## src/rtl/dsac_pkg.sv

```systemverilog
package dsac_pkg;
  // Clock rate of the control logic
  localparam int unsigned CLOCK_HZ         = 100_000_000;
  // Key timing, in milliseconds
  localparam int unsigned DEBOUNCE_MS      = 20;
  localparam int unsigned LONG_PRESS_MS    = 1000;
  // Barrier sequence timing, in milliseconds
  localparam int unsigned WARN_LEAD_MS     = 3000;
  localparam int unsigned BARRIER_PAUSE_MS = 2000;
  localparam int unsigned SOUND_TAIL_MS    = 1000;
  // Derived cycle counts
  localparam int unsigned DEBOUNCE_CYC = DEBOUNCE_MS * (CLOCK_HZ / 1000);
  localparam int unsigned LONG_CYC     = LONG_PRESS_MS * (CLOCK_HZ / 1000);
  localparam int unsigned WARN_CYC     = WARN_LEAD_MS * (CLOCK_HZ / 1000);
  localparam int unsigned PAUSE_CYC    = BARRIER_PAUSE_MS * (CLOCK_HZ / 1000);
  localparam int unsigned TAIL_CYC     = SOUND_TAIL_MS * (CLOCK_HZ / 1000);
  // Block geometry
  localparam int unsigned BLOCK_SIZE   = 4;
  localparam int unsigned ADDR_W       = 11;
  localparam int unsigned DEC_ADDR_W   = 9;
  localparam int unsigned POS_W        = 8;
  localparam int unsigned STEP_W       = 24;
  // Option values
  localparam logic [7:0] OPT_INDEPENDENT = 8'h00;
  localparam logic [7:0] OPT_PAUSABLE    = 8'h01;
  localparam logic [7:0] OPT_COUPLED     = 8'h02;
  localparam logic [7:0] OPT_BARRIER     = 8'h80;
  // Servo position after reset
  localparam logic [7:0] POS_RESET       = 8'h7F;
  // Barrier sequence states
  typedef enum logic [2:0] {
    DSAC_B_IDLE,
    DSAC_B_WARN,
    DSAC_B_MOVE1,
    DSAC_B_PAUSE,
    DSAC_B_MOVE2,
    DSAC_B_TAIL,
    DSAC_B_OPEN
  } dsac_bstate_e;
endpackage

```

## src/rtl/dsac_key.sv

```systemverilog
// Classifies one local key press by its held time
module dsac_key #(
  parameter int unsigned DEBOUNCE_CYC = dsac_pkg::DEBOUNCE_CYC,
  parameter int unsigned LONG_CYC     = dsac_pkg::LONG_CYC
) (
  input  wire logic i_clock,
  input  wire logic i_srst,
  input  wire logic i_key,        // Key level, high while pressed
  input  wire logic i_enable,     // Low while the pin is an output
  output logic      o_short,      // One-cycle pulse on a short release
  output logic      o_long        // One-cycle pulse on a long release
);
  logic [31:0] held_r;            // Cycles the key has been down

  // Count held time, saturating past the long threshold
  always_ff @(posedge i_clock) begin
    if (i_srst || !i_enable || !i_key) begin
      held_r <= 32'h0000_0000;
    end else if (held_r <= LONG_CYC) begin
      held_r <= held_r + 32'h0000_0001;
    end
  end

  // Judge the press when the key is released
  always_ff @(posedge i_clock) begin
    if (i_srst) begin
      o_short <= 1'b0;
      o_long  <= 1'b0;
    end else begin
      o_short <= i_enable && !i_key && held_r >= DEBOUNCE_CYC
                 && held_r <= LONG_CYC;
      o_long  <= i_enable && !i_key && held_r > LONG_CYC;
    end
  end
endmodule // dsac_key

```

## src/rtl/dsac_mover.sv

```systemverilog
// Steps one servo position toward its target end stop
module dsac_mover #(
  parameter int unsigned POS_W  = dsac_pkg::POS_W,
  parameter int unsigned STEP_W = dsac_pkg::STEP_W
) (
  input  wire logic              i_clock,
  input  wire logic              i_srst,
  input  wire logic [POS_W-1:0]  i_left,       // Left end stop
  input  wire logic [POS_W-1:0]  i_right,      // Right end stop
  input  wire logic [STEP_W-1:0] i_step_cyc,   // Step period in cycles, less one
  input  wire logic              i_go,         // Start a movement
  input  wire logic              i_go_right,   // Target is the right stop
  input  wire logic              i_pause_tgl,  // Stop or continue
  output logic [POS_W-1:0]       o_position,   // Current position
  output logic                   o_moving,     // Movement not finished
  output logic                   o_mid         // Pulse at the midpoint
);
  logic [POS_W-1:0]  target_r;     // Destination stop
  logic              paused_r;     // Movement held
  logic [STEP_W-1:0] tick_r;       // Step timer
  logic [POS_W:0]    sum;          // Stop sum for the midpoint
  logic [POS_W-1:0]  mid;          // Midpoint between stops
  logic              step;         // Step now

  assign sum  = {1'b0, i_left} + {1'b0, i_right};
  assign mid  = sum[POS_W:1];
  assign step = o_moving && !paused_r && tick_r >= i_step_cyc;

  // Load a new target; a pause toggle applies only while moving
  always_ff @(posedge i_clock) begin
    if (i_srst) begin
      target_r <= dsac_pkg::POS_RESET;
      paused_r <= 1'b0;
    end else if (i_go) begin
      target_r <= i_go_right ? i_right : i_left;
      paused_r <= 1'b0;
    end else if (i_pause_tgl && o_moving) begin
      paused_r <= !paused_r;
    end
  end

  // Step timer and position
  always_ff @(posedge i_clock) begin
    if (i_srst) begin
      tick_r     <= '0;
      o_position <= dsac_pkg::POS_RESET;
      o_mid      <= 1'b0;
    end else begin
      tick_r <= step ? '0 : (paused_r ? tick_r : tick_r + 1'b1);
      o_mid  <= step && ((o_position < target_r) ?
                (o_position + 1'b1 == mid) : (o_position - 1'b1 == mid));
      if (step) begin
        o_position <= (o_position < target_r) ? o_position + 1'b1
                                              : o_position - 1'b1;
      end
    end
  end

  assign o_moving = (o_position != target_r);
endmodule // dsac_mover

```

## src/rtl/dsac_top.sv

```systemverilog
// Behaviour
// - Servos use block addresses one and two
// - Turnout command moves servo between stops
// - Loco mode: F1/F2 changes move servos
// - Digital commands never pause a movement
// - Key one drives servo one, key two two
// - Short press goes left, long goes right
// - Option 1: press pauses or continues movement
// - Option 2: outputs follow their servos
// - Coupled output switches at stop midpoint
// - Option 0: outputs follow own commands
// - Outputs use block addresses three and four
// - Loco mode: F3/F4 drive the outputs
// - Barrier mode: servos close in turn, open together
// - One trigger runs whole barrier sequence
// - Barrier trigger: key two, address one, F1
// - Block ends at decoder address times four
// - Shared option 128 on, 0 off barrier
// - Barrier mode turns key one into output
module dsac_top #(
  parameter int unsigned DEBOUNCE_CYC = dsac_pkg::DEBOUNCE_CYC,
  parameter int unsigned LONG_CYC     = dsac_pkg::LONG_CYC,
  parameter int unsigned WARN_CYC     = dsac_pkg::WARN_CYC,
  parameter int unsigned PAUSE_CYC    = dsac_pkg::PAUSE_CYC,
  parameter int unsigned TAIL_CYC     = dsac_pkg::TAIL_CYC
) (
  input  wire logic                           i_clock,
  input  wire logic                           i_srst,
  // Decoded turnout command
  input  wire logic                           i_cmd_valid,
  input  wire logic [dsac_pkg::ADDR_W-1:0]    i_cmd_address,
  input  wire logic                           i_cmd_diverging,
  // Decoded function states F1..F4 of the loco address
  input  wire logic                           i_func_valid,
  input  wire logic [3:0]                     i_func_state,
  // Configuration
  input  wire logic                           i_loco_control,
  input  wire logic [dsac_pkg::DEC_ADDR_W-1:0] i_decoder_address,
  input  wire logic [7:0]                     i_shared_option_variable,
  input  wire logic [7:0]                     i_servo_option_setting_2,
  input  wire logic [15:0]                    i_left_stops,
  input  wire logic [15:0]                    i_right_stops,
  input  wire logic [47:0]                    i_step_cycles,
  // Local keys
  input  wire logic                           i_first_local_key,
  input  wire logic                           i_second_local_key,
  // Servo positions and switching outputs
  output logic [7:0]                          o_servo1_position,
  output logic [7:0]                          o_servo2_position,
  output logic                                o_first_switch_output,
  output logic                                o_second_switch_output,
  output logic                                o_third_switch_output,
  output logic                                o_third_switch_oe,
  output logic                                o_barrier_active
);
  localparam int unsigned AW = dsac_pkg::ADDR_W;

  logic [AW-1:0] block_high;      // Highest address of the block
  logic [AW-1:0] block_base;      // First address of the block
  logic          barrier;         // Barrier mode selected
  logic [3:0]    func_prev_r;     // Last seen function states
  logic [3:0]    func_chg;        // Function change pulses
  logic [3:0]    addr_hit;        // Command hits block address
  logic [1:0]    key_short;       // Short release per key
  logic [1:0]    key_long;        // Long release per key
  logic [1:0]    go;              // Start per servo
  logic [1:0]    go_right;        // Direction per servo
  logic [1:0]    pause_tgl;       // Pause toggle per servo
  logic [1:0]    moving;          // Servo moving
  logic [1:0]    mid;             // Midpoint pulse per servo
  logic [1:0]    dir_r;           // Latest start direction per servo
  logic [7:0]    pos [2];         // Positions
  logic [7:0]    opt [2];         // Option value per servo
  logic [1:0]    bar_go;          // Barrier starts per servo
  logic          bar_right;       // Barrier direction, right is closed
  logic          bar_trig;        // Barrier trigger

  dsac_pkg::dsac_bstate_e bstate_r; // Barrier sequence state
  logic [31:0]            btimer_r; // Barrier phase timer
  logic                   closed_r; // Barriers closed or closing
  logic                   lamp_r;   // Warning light
  logic                   sound_r;  // Acoustic signal

  // Block address from the decoder address
  assign block_high = AW'(i_decoder_address) * AW'(dsac_pkg::BLOCK_SIZE);
  assign block_base = block_high - AW'(dsac_pkg::BLOCK_SIZE - 1);

  // Barrier selection on the shared option value
  assign barrier = (i_shared_option_variable == dsac_pkg::OPT_BARRIER);

  // Option per servo; the shared variable doubles as servo one's setting
  assign opt[0] = i_shared_option_variable;
  assign opt[1] = i_servo_option_setting_2;

  // Remember function states to catch on and off switching
  always_ff @(posedge i_clock) begin
    if (i_srst) begin
      func_prev_r <= 4'h0;
    end else if (i_func_valid && i_loco_control) begin
      func_prev_r <= i_func_state;
    end
  end

  assign func_chg = (i_func_valid && i_loco_control) ?
                    (i_func_state ^ func_prev_r) : 4'h0;

  // Per-address command hits and per-servo control
  genvar g;
  generate
    for (g = 0; g < 4; g++) begin : g_addr
      // Turnout commands only count outside loco-command control
      assign addr_hit[g] = i_cmd_valid && !i_loco_control &&
                           (i_cmd_address == block_base + AW'(g));
    end
    for (g = 0; g < 2; g++) begin : g_servo
      logic dig_go;   // Digital request for this servo
      logic dig_dir;  // Digital direction
      logic key_any;  // Any judged press of the tied key

      // Turnout or function command for this servo
      assign dig_go  = addr_hit[g] || func_chg[g];
      assign dig_dir = addr_hit[g] ? i_cmd_diverging
                                   : i_func_state[g];
      assign key_any = key_short[g] || key_long[g];

      // Key presses pause when the option allows and a move runs
      assign pause_tgl[g] = !barrier && key_any && moving[g] &&
                            opt[g] == dsac_pkg::OPT_PAUSABLE;

      // Start requests; digital ones never toggle a pause
      always_comb begin
        if (barrier) begin
          go[g]       = bar_go[g];
          go_right[g] = bar_right;
        end else if (key_any && !pause_tgl[g]) begin
          go[g]       = 1'b1;
          go_right[g] = key_long[g];
        end else begin
          go[g]       = dig_go;
          go_right[g] = dig_dir;
        end
      end

      // Latest start direction, followed by the coupled output
      always_ff @(posedge i_clock) begin
        if (i_srst) begin
          dir_r[g] <= 1'b0;
        end else if (go[g]) begin
          dir_r[g] <= go_right[g];
        end
      end

      dsac_mover u_mover (
        .i_clock     (i_clock),
        .i_srst      (i_srst),
        .i_left      (i_left_stops[8*g +: 8]),
        .i_right     (i_right_stops[8*g +: 8]),
        .i_step_cyc  (i_step_cycles[24*g +: 24]),
        .i_go        (go[g]),
        .i_go_right  (go_right[g]),
        .i_pause_tgl (pause_tgl[g]),
        .o_position  (pos[g]),
        .o_moving    (moving[g]),
        .o_mid       (mid[g])
      );
    end
  endgenerate

  // First key is unusable while its pin serves as an output
  dsac_key #(
    .DEBOUNCE_CYC (DEBOUNCE_CYC),
    .LONG_CYC     (LONG_CYC)
  ) u_key1 (
    .i_clock  (i_clock),
    .i_srst   (i_srst),
    .i_key    (i_first_local_key),
    .i_enable (!barrier),
    .o_short  (key_short[0]),
    .o_long   (key_long[0])
  );

  // Second key
  dsac_key #(
    .DEBOUNCE_CYC (DEBOUNCE_CYC),
    .LONG_CYC     (LONG_CYC)
  ) u_key2 (
    .i_clock  (i_clock),
    .i_srst   (i_srst),
    .i_key    (i_second_local_key),
    .i_enable (1'b1),
    .o_short  (key_short[1]),
    .o_long   (key_long[1])
  );

  // Barrier trigger from key two, block address one or F1
  assign bar_trig = barrier && bstate_r == dsac_pkg::DSAC_B_IDLE &&
                    (key_short[1] || key_long[1] || addr_hit[0] ||
                     func_chg[0]);

  // Barrier servo starts and direction
  assign bar_right = closed_r;
  assign bar_go[0] = barrier &&
                     ((bstate_r == dsac_pkg::DSAC_B_WARN && btimer_r >= WARN_CYC) ||
                      (bstate_r == dsac_pkg::DSAC_B_OPEN && btimer_r == 32'h0));
  assign bar_go[1] = barrier &&
                     ((bstate_r == dsac_pkg::DSAC_B_PAUSE && btimer_r >= PAUSE_CYC) ||
                      (bstate_r == dsac_pkg::DSAC_B_OPEN && btimer_r == 32'h0));

  // Barrier sequence: close runs light, sound, servo, pause, servo
  always_ff @(posedge i_clock) begin
    if (i_srst || !barrier) begin
      bstate_r <= dsac_pkg::DSAC_B_IDLE;
      btimer_r <= 32'h0;
      closed_r <= 1'b0;
      lamp_r   <= 1'b0;
      sound_r  <= 1'b0;
    end else begin
      btimer_r <= btimer_r + 32'h1;
      case (bstate_r)
        dsac_pkg::DSAC_B_IDLE: begin
          btimer_r <= 32'h0;
          if (bar_trig && !closed_r) begin
            // Closing: warn first
            closed_r <= 1'b1;
            lamp_r   <= 1'b1;
            sound_r  <= 1'b1;
            bstate_r <= dsac_pkg::DSAC_B_WARN;
          end else if (bar_trig) begin
            // Opening: raise both barriers
            closed_r <= 1'b0;
            bstate_r <= dsac_pkg::DSAC_B_OPEN;
          end
        end
        dsac_pkg::DSAC_B_WARN: begin
          if (btimer_r >= WARN_CYC) begin
            btimer_r <= 32'h0;
            bstate_r <= dsac_pkg::DSAC_B_MOVE1;
          end
        end
        dsac_pkg::DSAC_B_MOVE1: begin
          btimer_r <= 32'h0;
          if (!moving[0]) begin
            bstate_r <= dsac_pkg::DSAC_B_PAUSE;
          end
        end
        dsac_pkg::DSAC_B_PAUSE: begin
          if (btimer_r >= PAUSE_CYC) begin
            btimer_r <= 32'h0;
            bstate_r <= dsac_pkg::DSAC_B_MOVE2;
          end
        end
        dsac_pkg::DSAC_B_MOVE2: begin
          btimer_r <= 32'h0;
          if (!moving[1]) begin
            bstate_r <= dsac_pkg::DSAC_B_TAIL;
          end
        end
        dsac_pkg::DSAC_B_TAIL: begin
          // Sound stops after a short tail; light stays while closed
          if (btimer_r >= TAIL_CYC) begin
            sound_r  <= 1'b0;
            bstate_r <= dsac_pkg::DSAC_B_IDLE;
          end
        end
        dsac_pkg::DSAC_B_OPEN: begin
          // Light goes out once both barriers are up
          if (btimer_r != 32'h0 && !moving[0] && !moving[1]) begin
            lamp_r   <= 1'b0;
            bstate_r <= dsac_pkg::DSAC_B_IDLE;
          end
        end
        default: begin
          bstate_r <= dsac_pkg::DSAC_B_IDLE;
        end
      endcase
    end
  end

  // Switching outputs one and two
  always_ff @(posedge i_clock) begin
    if (i_srst) begin
      o_first_switch_output  <= 1'b0;
      o_second_switch_output <= 1'b0;
    end else if (barrier) begin
      // Both carry the warning light
      o_first_switch_output  <= lamp_r;
      o_second_switch_output <= lamp_r;
    end else begin
      if (opt[0] == dsac_pkg::OPT_COUPLED && mid[0]) begin
        o_first_switch_output <= dir_r[0];
      end else if (opt[0] == dsac_pkg::OPT_INDEPENDENT && addr_hit[2]) begin
        o_first_switch_output <= i_cmd_diverging;
      end else if (opt[0] == dsac_pkg::OPT_INDEPENDENT && func_chg[2]) begin
        o_first_switch_output <= i_func_state[2];
      end
      if (opt[1] == dsac_pkg::OPT_COUPLED && mid[1]) begin
        o_second_switch_output <= dir_r[1];
      end else if (opt[1] == dsac_pkg::OPT_INDEPENDENT && addr_hit[3]) begin
        o_second_switch_output <= i_cmd_diverging;
      end else if (opt[1] == dsac_pkg::OPT_INDEPENDENT && func_chg[3]) begin
        o_second_switch_output <= i_func_state[3];
      end
    end
  end

  // Third output on the first key pin, acoustic signal
  always_ff @(posedge i_clock) begin
    if (i_srst) begin
      o_third_switch_output <= 1'b0;
      o_third_switch_oe     <= 1'b0;
      o_barrier_active      <= 1'b0;
    end else begin
      o_third_switch_output <= barrier && sound_r;
      o_third_switch_oe     <= barrier;
      o_barrier_active      <= barrier;
    end
  end

  // Servo positions, already registered in the movers
  assign o_servo1_position = pos[0];
  assign o_servo2_position = pos[1];
endmodule // dsac_top

```

## config.mk

```make
export PLATFORM = sky130hd
export DESIGN_NAME = dsac_top
export DESIGN_NICKNAME = d
export VERILOG_FILES = /design/src/rtl/dsac_pkg.sv /design/src/rtl/dsac_key.sv /design/src/rtl/dsac_mover.sv /design/src/rtl/dsac_top.sv
export SDC_FILE = /design/constraint.sdc
export NUM_CORES = 1
export LEC_CHECK = 0
export BUFFER_PORTS_ARGS = -buffer_cell sky130_fd_sc_hd__clkbuf_2
export CAP_MARGIN = 10
export CORE_MARGIN = 2
export CORE_UTILIZATION = 25
export DETAILED_ROUTE_END_ITERATION = 10
export HOLD_SLACK_MARGIN = 0.12
export PLACE_DENSITY = 0.47
export SLEW_MARGIN = 20
export SYNTH_ARGS = -nofsm -noshare
export SYNTH_HDL_FRONTEND = slang
export SYNTH_SLANG_ARGS = --single-unit
export TNS_END_PERCENT = 30
```

## constraint.sdc

```tcl
create_clock -name i_clock -period 5.25 [get_ports i_clock]
set_clock_uncertainty 0.2 [all_clocks]
set_input_delay 0.525 -clock i_clock [delete_from_list [all_inputs] [get_ports i_clock]]
set_output_delay 0.525 -clock i_clock [all_outputs]
set_load 0.05 [all_outputs]
```

After elaboration in Yosys (flattened, before gate mapping)
Index checks and enable logic that the tools add are counted.
{ "totals": {"output_inout_bits": 21, "reg_bits": 200, "inputBits": 128, "word_cells": 218} }
{ "classes": {"magnitude_cmp": 13, "n_reduce_logical": 88, "addsub": 15, "bitwise_logic": 1, "eq_ne": 29, "n_mux": 44} }
{ "op_table": {"columns": ["cell", "n"], "rows": [
  ["$add A32 B1 Y32 const B", 3],
  ["$pmux W32 S3", 1],
  ["$ge A32 B21 Y1 const B", 2],
  ["$gt A32 B27 Y1 const B", 2],
  ["$le A32 B27 Y1 const B", 2],
  ["$mux W32", 2],
  ["$add A24 B1 Y24 const B", 2],
  ["$ge A24 B24 Y1", 2],
  ["$logic_and A1 B1 Y1", 46],
  ["$eq A11 B11 Y1", 4],
  ["$eq A8 B8 Y1", 4],
  ["$ge A32 B27 Y1 const B", 1],
  ["$ge A32 B28 Y1 const B", 1],
  ["$ge A32 B29 Y1 const B", 1],
  ["$logic_not A32 Y1", 1],
  ["$mux W8", 4],
  ["$reduce_bool A32 Y1", 1],
  ["$mux W1", 25],
  ["$mux W3", 8],
  ["$add A11 B2 Y11 const B", 2],
  ["$pmux W3 S7", 1],
  ["$add A8 B8 Y9", 2],
  ["$add A8 B1 Y8 const B", 2],
  ["$eq A8 B1 Y1 const B", 2],
  ["27 further kinds", 69]
]} }

Logic depth before layout (Yosys ltp)
Gate-level depths: netlist (run 1).
{ "logic_depth": {"word_depth": 10, "depth_mapped": 17, "depth_no_buf": 17} }

Cells and area by module
From an unflattened synthesis (run 1), not the netlist that was laid out.
{ "hier_totals": {"cells_unflattened": 1633, "hier_area_um2": 13372.8} }
{ "by_module_without_submodules": {"columns": ["mod", "cells_per_inst", "area_each_um2", "seq_area_each_um2", "instances"], "rows": [
  ["dsac_mover", 380, 3181.8, 840.8, 2],
  ["dsac_top", 463, 3548.4, 960.9, 1],
  ["dsac_key", 205, 1730.4, 680.7, 2]
]} }

Worst setup path before layout (run 1)
OpenSTA, ideal clock, no wires.
{ "synth_path": {"kind": "register to register", "start": "reg g_servo[0].u_mover.o_position[0]", "end": "reg g_servo[0].u_mover.o_mid", "slack_ps": 1075, "required_ps": 4958, "setup_time_ps": 92, "synth_period_minus_slack_ps": 4175, "arrival_time_ps": 3883, "path_buffers": 0, "path_stages_with_launch": 18, "cell_sequence": "dfxtp_1 -> inv_1 -> ha_1 -> nor2b_1 -> o21ai_0 -> nand2b_1 -> a21oi_1 -> o21ai_0 -> inv_1 -> fa_1 -> nor2b_1 -> o21ai_0 -> a21boi_0 -> nor2_1 -> xnor2_1 -> xnor2_1 -> or4_1 -> nor4_1"} }
{ "synth_between": {"elab_chain_cells": 4, "elab_cells_between_ends": 10, "cone_classes": "add/sub: 2; order compare: 1; eq/ne: 3; mux: 1; reduce/logical: 3"} }
{ "synth_lines": {"columns": ["item", "line", "source"], "rows": [
  ["start: declaration", "dsac_mover.sv:14", "output logic [POS_W-1:0] o_position,"],
  ["start signal: assignment", "dsac_mover.sv:46", "o_position <= dsac_pkg::POS_RESET;"],
  ["start signal: assignment", "dsac_mover.sv:53", "o_position <= (o_position < target_r) ? o_position + 1'b1"],
  ["$sub A8 B1 Y8, or another cell as far along", "dsac_mover.sv:51", "(o_position + 1'b1 == mid) : (o_position - 1'b1 == mid));"],
  ["$eq A8 B8 Y1 / $logic_and A1 B1 Y1 (equally long branches)", "dsac_mover.sv:51, dsac_mover.sv:27", null],
  ["$mux W1 / $logic_and A1 B1 Y1 (equally long branches)", "dsac_mover.sv:50, dsac_mover.sv:27", null],
  ["$logic_and A1 B1 Y1 *", "dsac_mover.sv:50", "o_mid <= step && ((o_position < target_r) ?"],
  ["end signal: assignment", "dsac_mover.sv:50", null],
  ["end: declaration", "dsac_mover.sv:16", "output logic o_mid"]
]} }
Mark *: on every way between the ends. The rest lies on a longest branch, timed or not.
A chain may end at the register's enable or synchronous reset.

Worst setup path after layout (run 1)
{ "layout_path": {"start": "in i_decoder_address[0] (netlist bit)", "end": "reg g_servo[0].u_mover.target_r[0]"} }
{ "layout_between": {"elab_chain_cells": 7, "elab_cells_between_ends": 10, "cone_classes": "add/sub: 1; eq/ne: 1; mux: 6; reduce/logical: 2"} }
{ "layout_lines": {"columns": ["item", "line", "source"], "rows": [
  ["start: declaration", "dsac_top.sv:38", "input wire logic [dsac_pkg::DEC_ADDR_W-1:0] i_decoder_address,"],
  ["$sub A11 B2 Y11 *", "dsac_top.sv:86", "assign block_base = block_high - AW'(dsac_pkg::BLOCK_SIZE - 1);"],
  ["$eq A11 B11 Y1 *", "dsac_top.sv:113", "(i_cmd_address == block_base + AW'(g));"],
  ["$logic_and A1 B1 Y1 *", "dsac_top.sv:112", "assign addr_hit[g] = i_cmd_valid && !i_loco_control &&"],
  ["$mux W1", "dsac_top.sv:122", "assign dig_dir = addr_hit[g] ? i_cmd_diverging"],
  ["$mux W1", "dsac_top.sv:135", "end else if (key_any && !pause_tgl[g]) begin"],
  ["$mux W1", "dsac_top.sv:132", "if (barrier) begin"],
  ["$mux W8", "dsac_mover.sv:35", "target_r <= i_go_right ? i_right : i_left;"],
  ["end signal: assignment", "dsac_mover.sv:32", "target_r <= dsac_pkg::POS_RESET;"],
  ["end signal: assignment", "dsac_mover.sv:35", null],
  ["end: declaration", "dsac_mover.sv:18", "logic [POS_W-1:0] target_r;"]
]} }
Marked as above.

==> results of run 1 <==
-- cell families after synthesis --
| family | after synthesis |
|---|---|
| buf+inv | 152 |
| simple gates | 633 |
| flops | 200 |
| fa+ha+maj | 105 |
| compound gates | 283 |
| xor+xnor | 172 |
| mux | 21 |
-- power by group --
| group | switching (W) | leakage (nW) | internal (W) | total (W) |
|---|---|---|---|---|
| registers | 0.0000121 | 1.62 | 0.00153 | 0.00154 |
| logic | 0.000324 | 4.19 | 0.000274 | 0.000597 |
| clock network | 0.000682 | 0.302 | 0.000723 | 0.00141 |
-- metal layers --
| layer | vias to the layer above | wire, um | global-route usage [%] | share of wire (%) |
|---|---|---|---|---|
| met5 | - | 51 | 0 | 0.14 |
| met4 | 8 | 527 | 4.09 | 1.5 |
| met3 | 34 | 1880 | 3.45 | 5.3 |
| met2 | 226 | 15600 | 21.0 | 44 |
| met1 | 5342 | 17700 | 18.5 | 49 |
| li1 | 5836 | - | - | - |
-- flip-flops by register name (all words and copies together) (netlist names) --
name / count
g_servo.u_mover.paused_r: 2
btimer_r: 32
bstate_r: 3
u_key2.o_short: 1
o_third_switch_output: 1
u_key1.o_long: 1
u_key2.held_r: 32
bar_right: 1
lamp_r: 1
g_servo.u_mover.o_position: 16
u_key1.o_short: 1
func_prev_r: 4
g_servo.u_mover.target_r: 16
o_barrier_active: 1
g_servo.u_mover.o_mid: 2
u_key1.held_r: 32
o_second_switch_output: 1
dir_r: 2
g_servo.u_mover.tick_r: 48
u_key2.o_long: 1
o_first_switch_output: 1
sound_r: 1
-- layout make-up --
cell class              instances  area, um2  area share [%]
diodes                          1       2.50          0.0167
clock buffers                  17        425            2.84
clock inverters                15        179            1.20
inverters                     106        398            2.66
multi-input cells            1214       8190            54.8
flip-flops and latches        200       4000            26.8
well taps                     672        841            5.62
repair buffers                168        916            6.13
-- worst max-delay path: stages --
cell           delay, ns
clkbuf_2            0.15
inv_1               0.10
ha_1                0.31
nor3b_4             0.42
nand2_1             0.19
or4_1               0.43
nand2_1             0.23
and4_4              0.31
mux2i_2             0.57
nand3_1             0.16
a31oi_1             0.19
dlygate4sd3_1       0.56
-- cell usage after synthesis, drive strengths merged (5+ instances only) --
library cell	count
and3	30
inv	105
o21a	6
o211ai	12
nand2b	15
o31ai	10
nand4	41
mux2i	19
a2bb2oi	8
buf	11
a21o	30
xnor2	90
o2111ai	10
a2111oi	5
or3	22
xor2	80
and4	13
or4	12
a211oi	8
nor4	20
ha	101
or2	6
a21oi	75
and2	20
a32oi	6
nor2	196
dfxtp	200
nor3b	7
nor2b	14
a31oi	11
nand3	80
nand2	90
clkbuf	35
nor3	47
o21ai	66
-- through the flow --
step / instance area (um2) / cells / power, W
detailed placement: 14200 / 2350 / 0.00217
floorplan: 12800 / 1566 / 0.00200
global placement: 14200 / 2350 / 0.00216
finish: 15000 / 2393 / 0.00354
global route: 15000 / 2392 / 0.00373
CTS: 14900 / 2392 / 0.00361
-- worst max path at each step --
stage | cells after the start | end | slack (ns) | from
after floorplan | 17 | g_servo[0].u_mover.o_mid$_SDFF_PP0_ | 1.08 | g_servo[0].u_mover.o_position[0]$_SDFFE_PP1P_
after global placement | 11 | g_servo[0].u_mover.target_r[7]$_SDFFE_PP0P_ | 1.44 | i_decoder_address[0]
after detailed placement | 11 | g_servo[0].u_mover.target_r[7]$_SDFFE_PP0P_ | 1.31 | i_decoder_address[0]
after CTS | 12 | g_servo[0].u_mover.target_r[0]$_SDFFE_PP1P_ | 1.42 | i_decoder_address[0]
after global routing | 16 | g_servo[0].u_mover.o_mid$_SDFF_PP0_ | 1.01 | g_servo[0].u_mover.o_position[1]$_SDFFE_PP1P_
final | 12 | g_servo[0].u_mover.target_r[0]$_SDFFE_PP1P_ | 1.32 | i_decoder_address[0]
==> qor.yml, run 1 <==
grt_overflow: 0
hold_path_class: "input pin to flip-flop"
cts_tree: "done"
io_pins: 149
min_period_ns: 3.93
core_area_um2: 50400
portBuffers: 148
synth_top_area_share_pct: 31.3
hp-start: "i_left_stops[10]"
fin_ws_ns: 1.32
path_class: "input pin to flip-flop"
worstSetupStartpointType: "input pin"
grt.total_usage_pct: 13.6
path_clk_slew_ns: 0.07
drive_gt1_share_pct: 12.6
syn_to_final_growth_pct: 16.9
place_ws_ns: 1.31
outcome: "complete, no violations"
final_common_cell: "dfxtp_1"
hold_viol: 0
fillCellCount: 5420
dp_hpwl_mm: 27.9
clock-sinks: 200
synth.distinct_cells: 83
syn_nets: 1799
grt_pass1_vias: 10900
tightest_slew_ns: 1.04
synthMuxAreaShare_pct: 1.69
nets: 1940
final_cell_mix: "dfxtp_1 (200), nor2_1 (195), clkbuf_2 (148)"
synthArstFlopShare_pct: 0
routedWlPerCell_um: 14.9
final_core_util_pct: 29.7
slew-limit-headroom_pct: 30.8
die-height_um: 230
synth-simple-area-share_pct: 25.3
synthCells: 1566
r2r_slack_ns: 1.47
clock_latency_ns: 0.49
cp_max_fo: 10
arrival_ns: 4.15
max_freq_mhz: 255
worstReg2RegEnd: "g_servo[0].u_mover.o_mid$_SDFF_PP0_"
synthAdderAreaFrac_pct: 10.5
numCtsBuffers: 17
cts_max_level: 4
vias: 11400
crit_required_ns: 5.47
drt-vias-per-instance: 4.78
syn_area_um2: 12800
holdBufCountCts: 10
place.gp.congestion: 0.853
ant_nets: 0
rr_startpoint: "g_servo[0].u_mover.o_position[1]$_SDFFE_PP1P_"
fp.dieW_um: 230
min_to: "g_servo[1].u_mover.target_r[2]$_SDFFE_PP1P_"
start_util_pct: 25.4
vdd_drop_max_v: 0.000247
crit_path_end_kind: "flip-flop"
fin_setup_tns_ns: 0
synth_top_family_by_area: "simple AND/OR/NAND/NOR gates"
p_leak_nw: 6.11
synth_compound_gate_area_share_pct: 14.4
rows: 82
synth_edf_count: 0
root_buffer: "clkbuf_16"
firstDrtPassIters: 5
pwr_density_cell_nw_per_um2: 237
min_path_cells: 3
grt_pass1_wl_mm: 57.5
wl_mm: 35.7
synthFlopType: "dfxtp_1"
cts_max_path_buffers: 2
yosys.area.top_type: "dfxtp_1"
fp.dieArea_um2: 53000
drc_errors: 0
cap_violations: 0
synthTopCellsByArea: "dfxtp_1 (31%), ha_1 (9.9%), xnor2_1 (6.2%)"
ys_seq_area_share_pct: 31.3
period_share_pct: 74.8
synth_area_per_cell_um2: 8.17
synth_seq_cells: 200
setup_viol: 0
grt_max_degree: 33
synth_xor_area_share_pct: 12.0
yosys_warnings: 0
r2r_cells: 16
grt_setup_unrepaired: "false"
cts_setup_buffers: 0
ctsResizeCount: 0
drt_iter0_drc: 729
timing.hold.ws_ns: 0.157
slew_viol_final: 0
antenna_found_initial: 5
(Power assumes the default switching activity.)
==> inputs of run 2 (changes only) <==
Clock period 5.25 ns to 3.7 ns, I/O delays scaled along.
==> qor.yml, run 2 (synthesis results as in run 1) <==
ant_nets: 0  # unchanged
netSwitchingPower_w: 0.00144  # +42%
final_common_cell: "dfxtp_1"
grtUsageMet3_pct: 3.41  # -0.037 points
grt_overflow: 0  # unchanged
crit_required_ns: 3.88  # -1.59 ns
fp.dieW_um: 230  # unchanged
place.gp.congestion: 0.815  # -4.5%
core_area_um2: 50400  # unchanged
antenna_found_initial: 11  # +6
largest_register_ffs: 48  # unchanged
clkPwrFrac_pct: 37.9  # -1.8 points
slew_viol_final: 0  # unchanged
r2r_slack_ns: 0.17  # -1.30 ns
clock-sinks: 200  # unchanged
firstDrtPassIters: 5  # unchanged
critical-path-top-delay-family: "simple AND/OR/NAND/NOR gates"
drc_errors: 0  # unchanged
p_seq_share_pct: 43.6  # about the same
dp_hpwl_mm: 27.9  # +0.31%
start_util_pct: 25.4  # unchanged
final_cell_mix: "dfxtp_1 (197), nor2_1 (195), clkbuf_2 (148)"
drt-vias-per-instance: 4.72  # -1.3%
portBuffers: 148  # unchanged
max_freq_mhz: 283
comb_power_share_pct: 18.5  # +1.7 points
worstSetupStartpointType: "flip-flop"
clock_latency_ns: 0.46  # -0.03 ns
fp.dieArea_um2: 53000  # unchanged
slew-limit-headroom_pct: 37.5  # +6.7 points
rows: 82  # unchanged
cap_violations: 0  # unchanged
io_pins: 149  # unchanged
grt_pass1_wl_mm: 58.3  # +1.4%
numCtsBuffers: 17  # unchanged
crit_buf_inv: 0  # -3
fillCellCount: 5380  # -0.74%
p_leak_nw: 6.30  # +3.1%
fin_total_pwr_w: 0.00502  # +42%
slowest_stage: "or4_1"
rr_startpoint: "g_servo[0].u_mover.o_position[1]$_SDFFE_PP1P_"
outcome: "complete, no violations"
met2_usage_pct: 21.9  # +0.88 points
path_class: "flip-flop to flip-flop"
place_ws_ns: 0.0126  # -1.30 ns
fin_setup_tns_ns: 0  # unchanged
critical_path.startpoint: "g_servo[0].u_mover.o_position[1]$_SDFFE_PP1P_"
cp_max_fo: 5  # -5
path_depth: 15  # +3
pwr_density_cell_nw_per_um2: 324  # +37%
met1_usage_pct: 18.3  # -0.23 points
vias: 11600  # +0.97%
crit_path_end_kind: "flip-flop"
grt.busiest_layer: "met2"
worstReg2RegEnd: "g_servo[0].u_mover.o_mid$_SDFF_PP0_"
syn_to_final_growth_pct: 21.0
cts_max_level: 4  # unchanged
die-height_um: 230  # unchanged
routedWlPerCell_um: 14.8  # -1.2%
internal_power_w: 0.00358  # +42%
period_share_pct: 95.4
arrival_ns: 3.70  # -0.45 ns
r2r_cells: 15  # -1
setup_viol: 0  # unchanged
tightest_slew_ns: 0.936  # -0.102 ns
grt_pass1_vias: 11300  # +3.2%
nets: 1989  # +2.5%
cts_max_path_buffers: 2  # unchanged
critPathMaxStageDelay_ns: 0.49  # -0.08 ns
grt.total_usage_pct: 13.6  # +0.024 points
wl_mm: 36.1  # +1.1%
grt_max_degree: 33  # unchanged
grt_setup_unrepaired: "true"
root_buffer: "clkbuf_16"
crit_end: "g_servo[0].u_mover.o_mid$_SDFF_PP0_"
min_period_ns: 3.53
fin_ws_ns: 0.171  # -1.15 ns
seqCellArea_um2: 4010  # about the same
crit_chain: "ha_1 > nor2b_1 > o21ai_0 > nand2b_1 > a21oi_2 > o21ai_2 > ha_1 > nor2b_1 > o21ai_1 > nor3b_1 > nor2_1 > xnor2_1 > xnor2_1 > or4_1 > nor4_2"
instances_no_fill: 2447  # +2.3%
drive_gt1_share_pct: 14.1  # +1.5 points
hold_viol: 0  # unchanged
drt_iter0_drc: 512  # -30%
multi_input_area_um2: 8250  # +0.73%
hold_path_class: "input pin to flip-flop"
sw_frac_of_total_pct: 28.7  # about the same
dpl.cell_count: 2366  # +0.68%
vdd_drop_max_v: 0.000343  # +39%
top_register: "g_servo.u_mover.tick_r"
final_core_util_pct: 30.7  # +1.0 points
path_clk_slew_ns: 0.08  # about the same
cts_tree: "done"
## run 2: cell count changes in the layout (fill, tap and decap cells not counted), sizes merged
cell	change
clkbuf	+2
inv	-2
clkinv	-1
bufinv	-1
dlygate4sd3	+30
buf	+19
clkinvlp	+2
diode	+5
## run 2: worst min-delay path by stage
stage,to,startpoint,depth (start not counted),slack (ns)
6_report,g_servo[0].u_mover.target_r[7]$_SDFFE_PP0P_,i_left_stops[7],3,0.17
5_1_grt,g_servo[0].u_mover.target_r[7]$_SDFFE_PP0P_,i_left_stops[7],3,0.17
4_1_cts,g_servo[0].u_mover.target_r[7]$_SDFFE_PP0P_,i_left_stops[7],3,0.14
2_1_floorplan,u_key1.held_r[28]$_SDFFE_PP0P_,u_key1.held_r[28]$_SDFFE_PP0P_,1,0.23
3_3_place_gp,u_key2.held_r[28]$_SDFFE_PP0P_,u_key2.held_r[28]$_SDFFE_PP0P_,1,0.24
3_5_place_dp,u_key1.held_r[29]$_SDFFE_PP0P_,u_key1.held_r[29]$_SDFFE_PP0P_,1,0.24
## run 2: stage by stage
stage | hold WS (ns) | cell area (um2)
2_1_floorplan | 0.230 | 12800
3_3_place_gp | 0.243 | 14400
3_5_place_dp | 0.245 | 14400
4_1_cts | 0.135 | 15400
5_1_grt | 0.166 | 15500
6_report | 0.168 | 15500
## run 2: routing by layer
metal  wire length [um]  part of all wire (%)  vias to the layer above
met5                 59                  0.16                        -
met4                444                   1.2                       10
met3               1890                   5.2                       37
met2              16000                    44                      197
met1              17700                    49                     5371
li1                   -                     -                     5942
## run 2: cell type report
cell class              instances  area share (%)
flip-flops and latches        200            25.9
diodes                          6          0.0970
inverters                     106            2.57
clock buffers                  19            2.86
repair buffers                217            8.99
multi-input cells            1214            53.3
clock inverters                13           0.873
well taps                     672            5.43
## run 2: repair_timing
item / 4_1_cts / 5_1_grt
gates cloned: 0 / 0
endpoints found under the setup margin: 1 / 12
hold endpoints to repair: 23 / 0
pin swaps: 0 / 5
hold buffers: 40 / 0
setup buffers: 0 / 2
gates resized for setup: 1 / 19
## run 2: worst register-to-register path: cells and delay by family, from the launching register on
kind	cells	cell delay [ns]
AND/OR/NAND/NOR	7	1.42
adder cells (fa/ha/maj)	2	0.63
AO/OA/AOI/OAI	4	0.58
flip-flops	1	0.35
XOR/XNOR	2	0.27
## run 2: power groups by stage
stage	sequential [W]	clock (W)	combinational, W
finish	0.00219	0.00190	0.000926
global route	0.00219	0.00206	0.00103
detailed placement	0.00224	0	0.000848
global placement	0.00224	0	0.000839
CTS	0.00219	0.00198	0.000894
floorplan	0.00224	0	0.000600
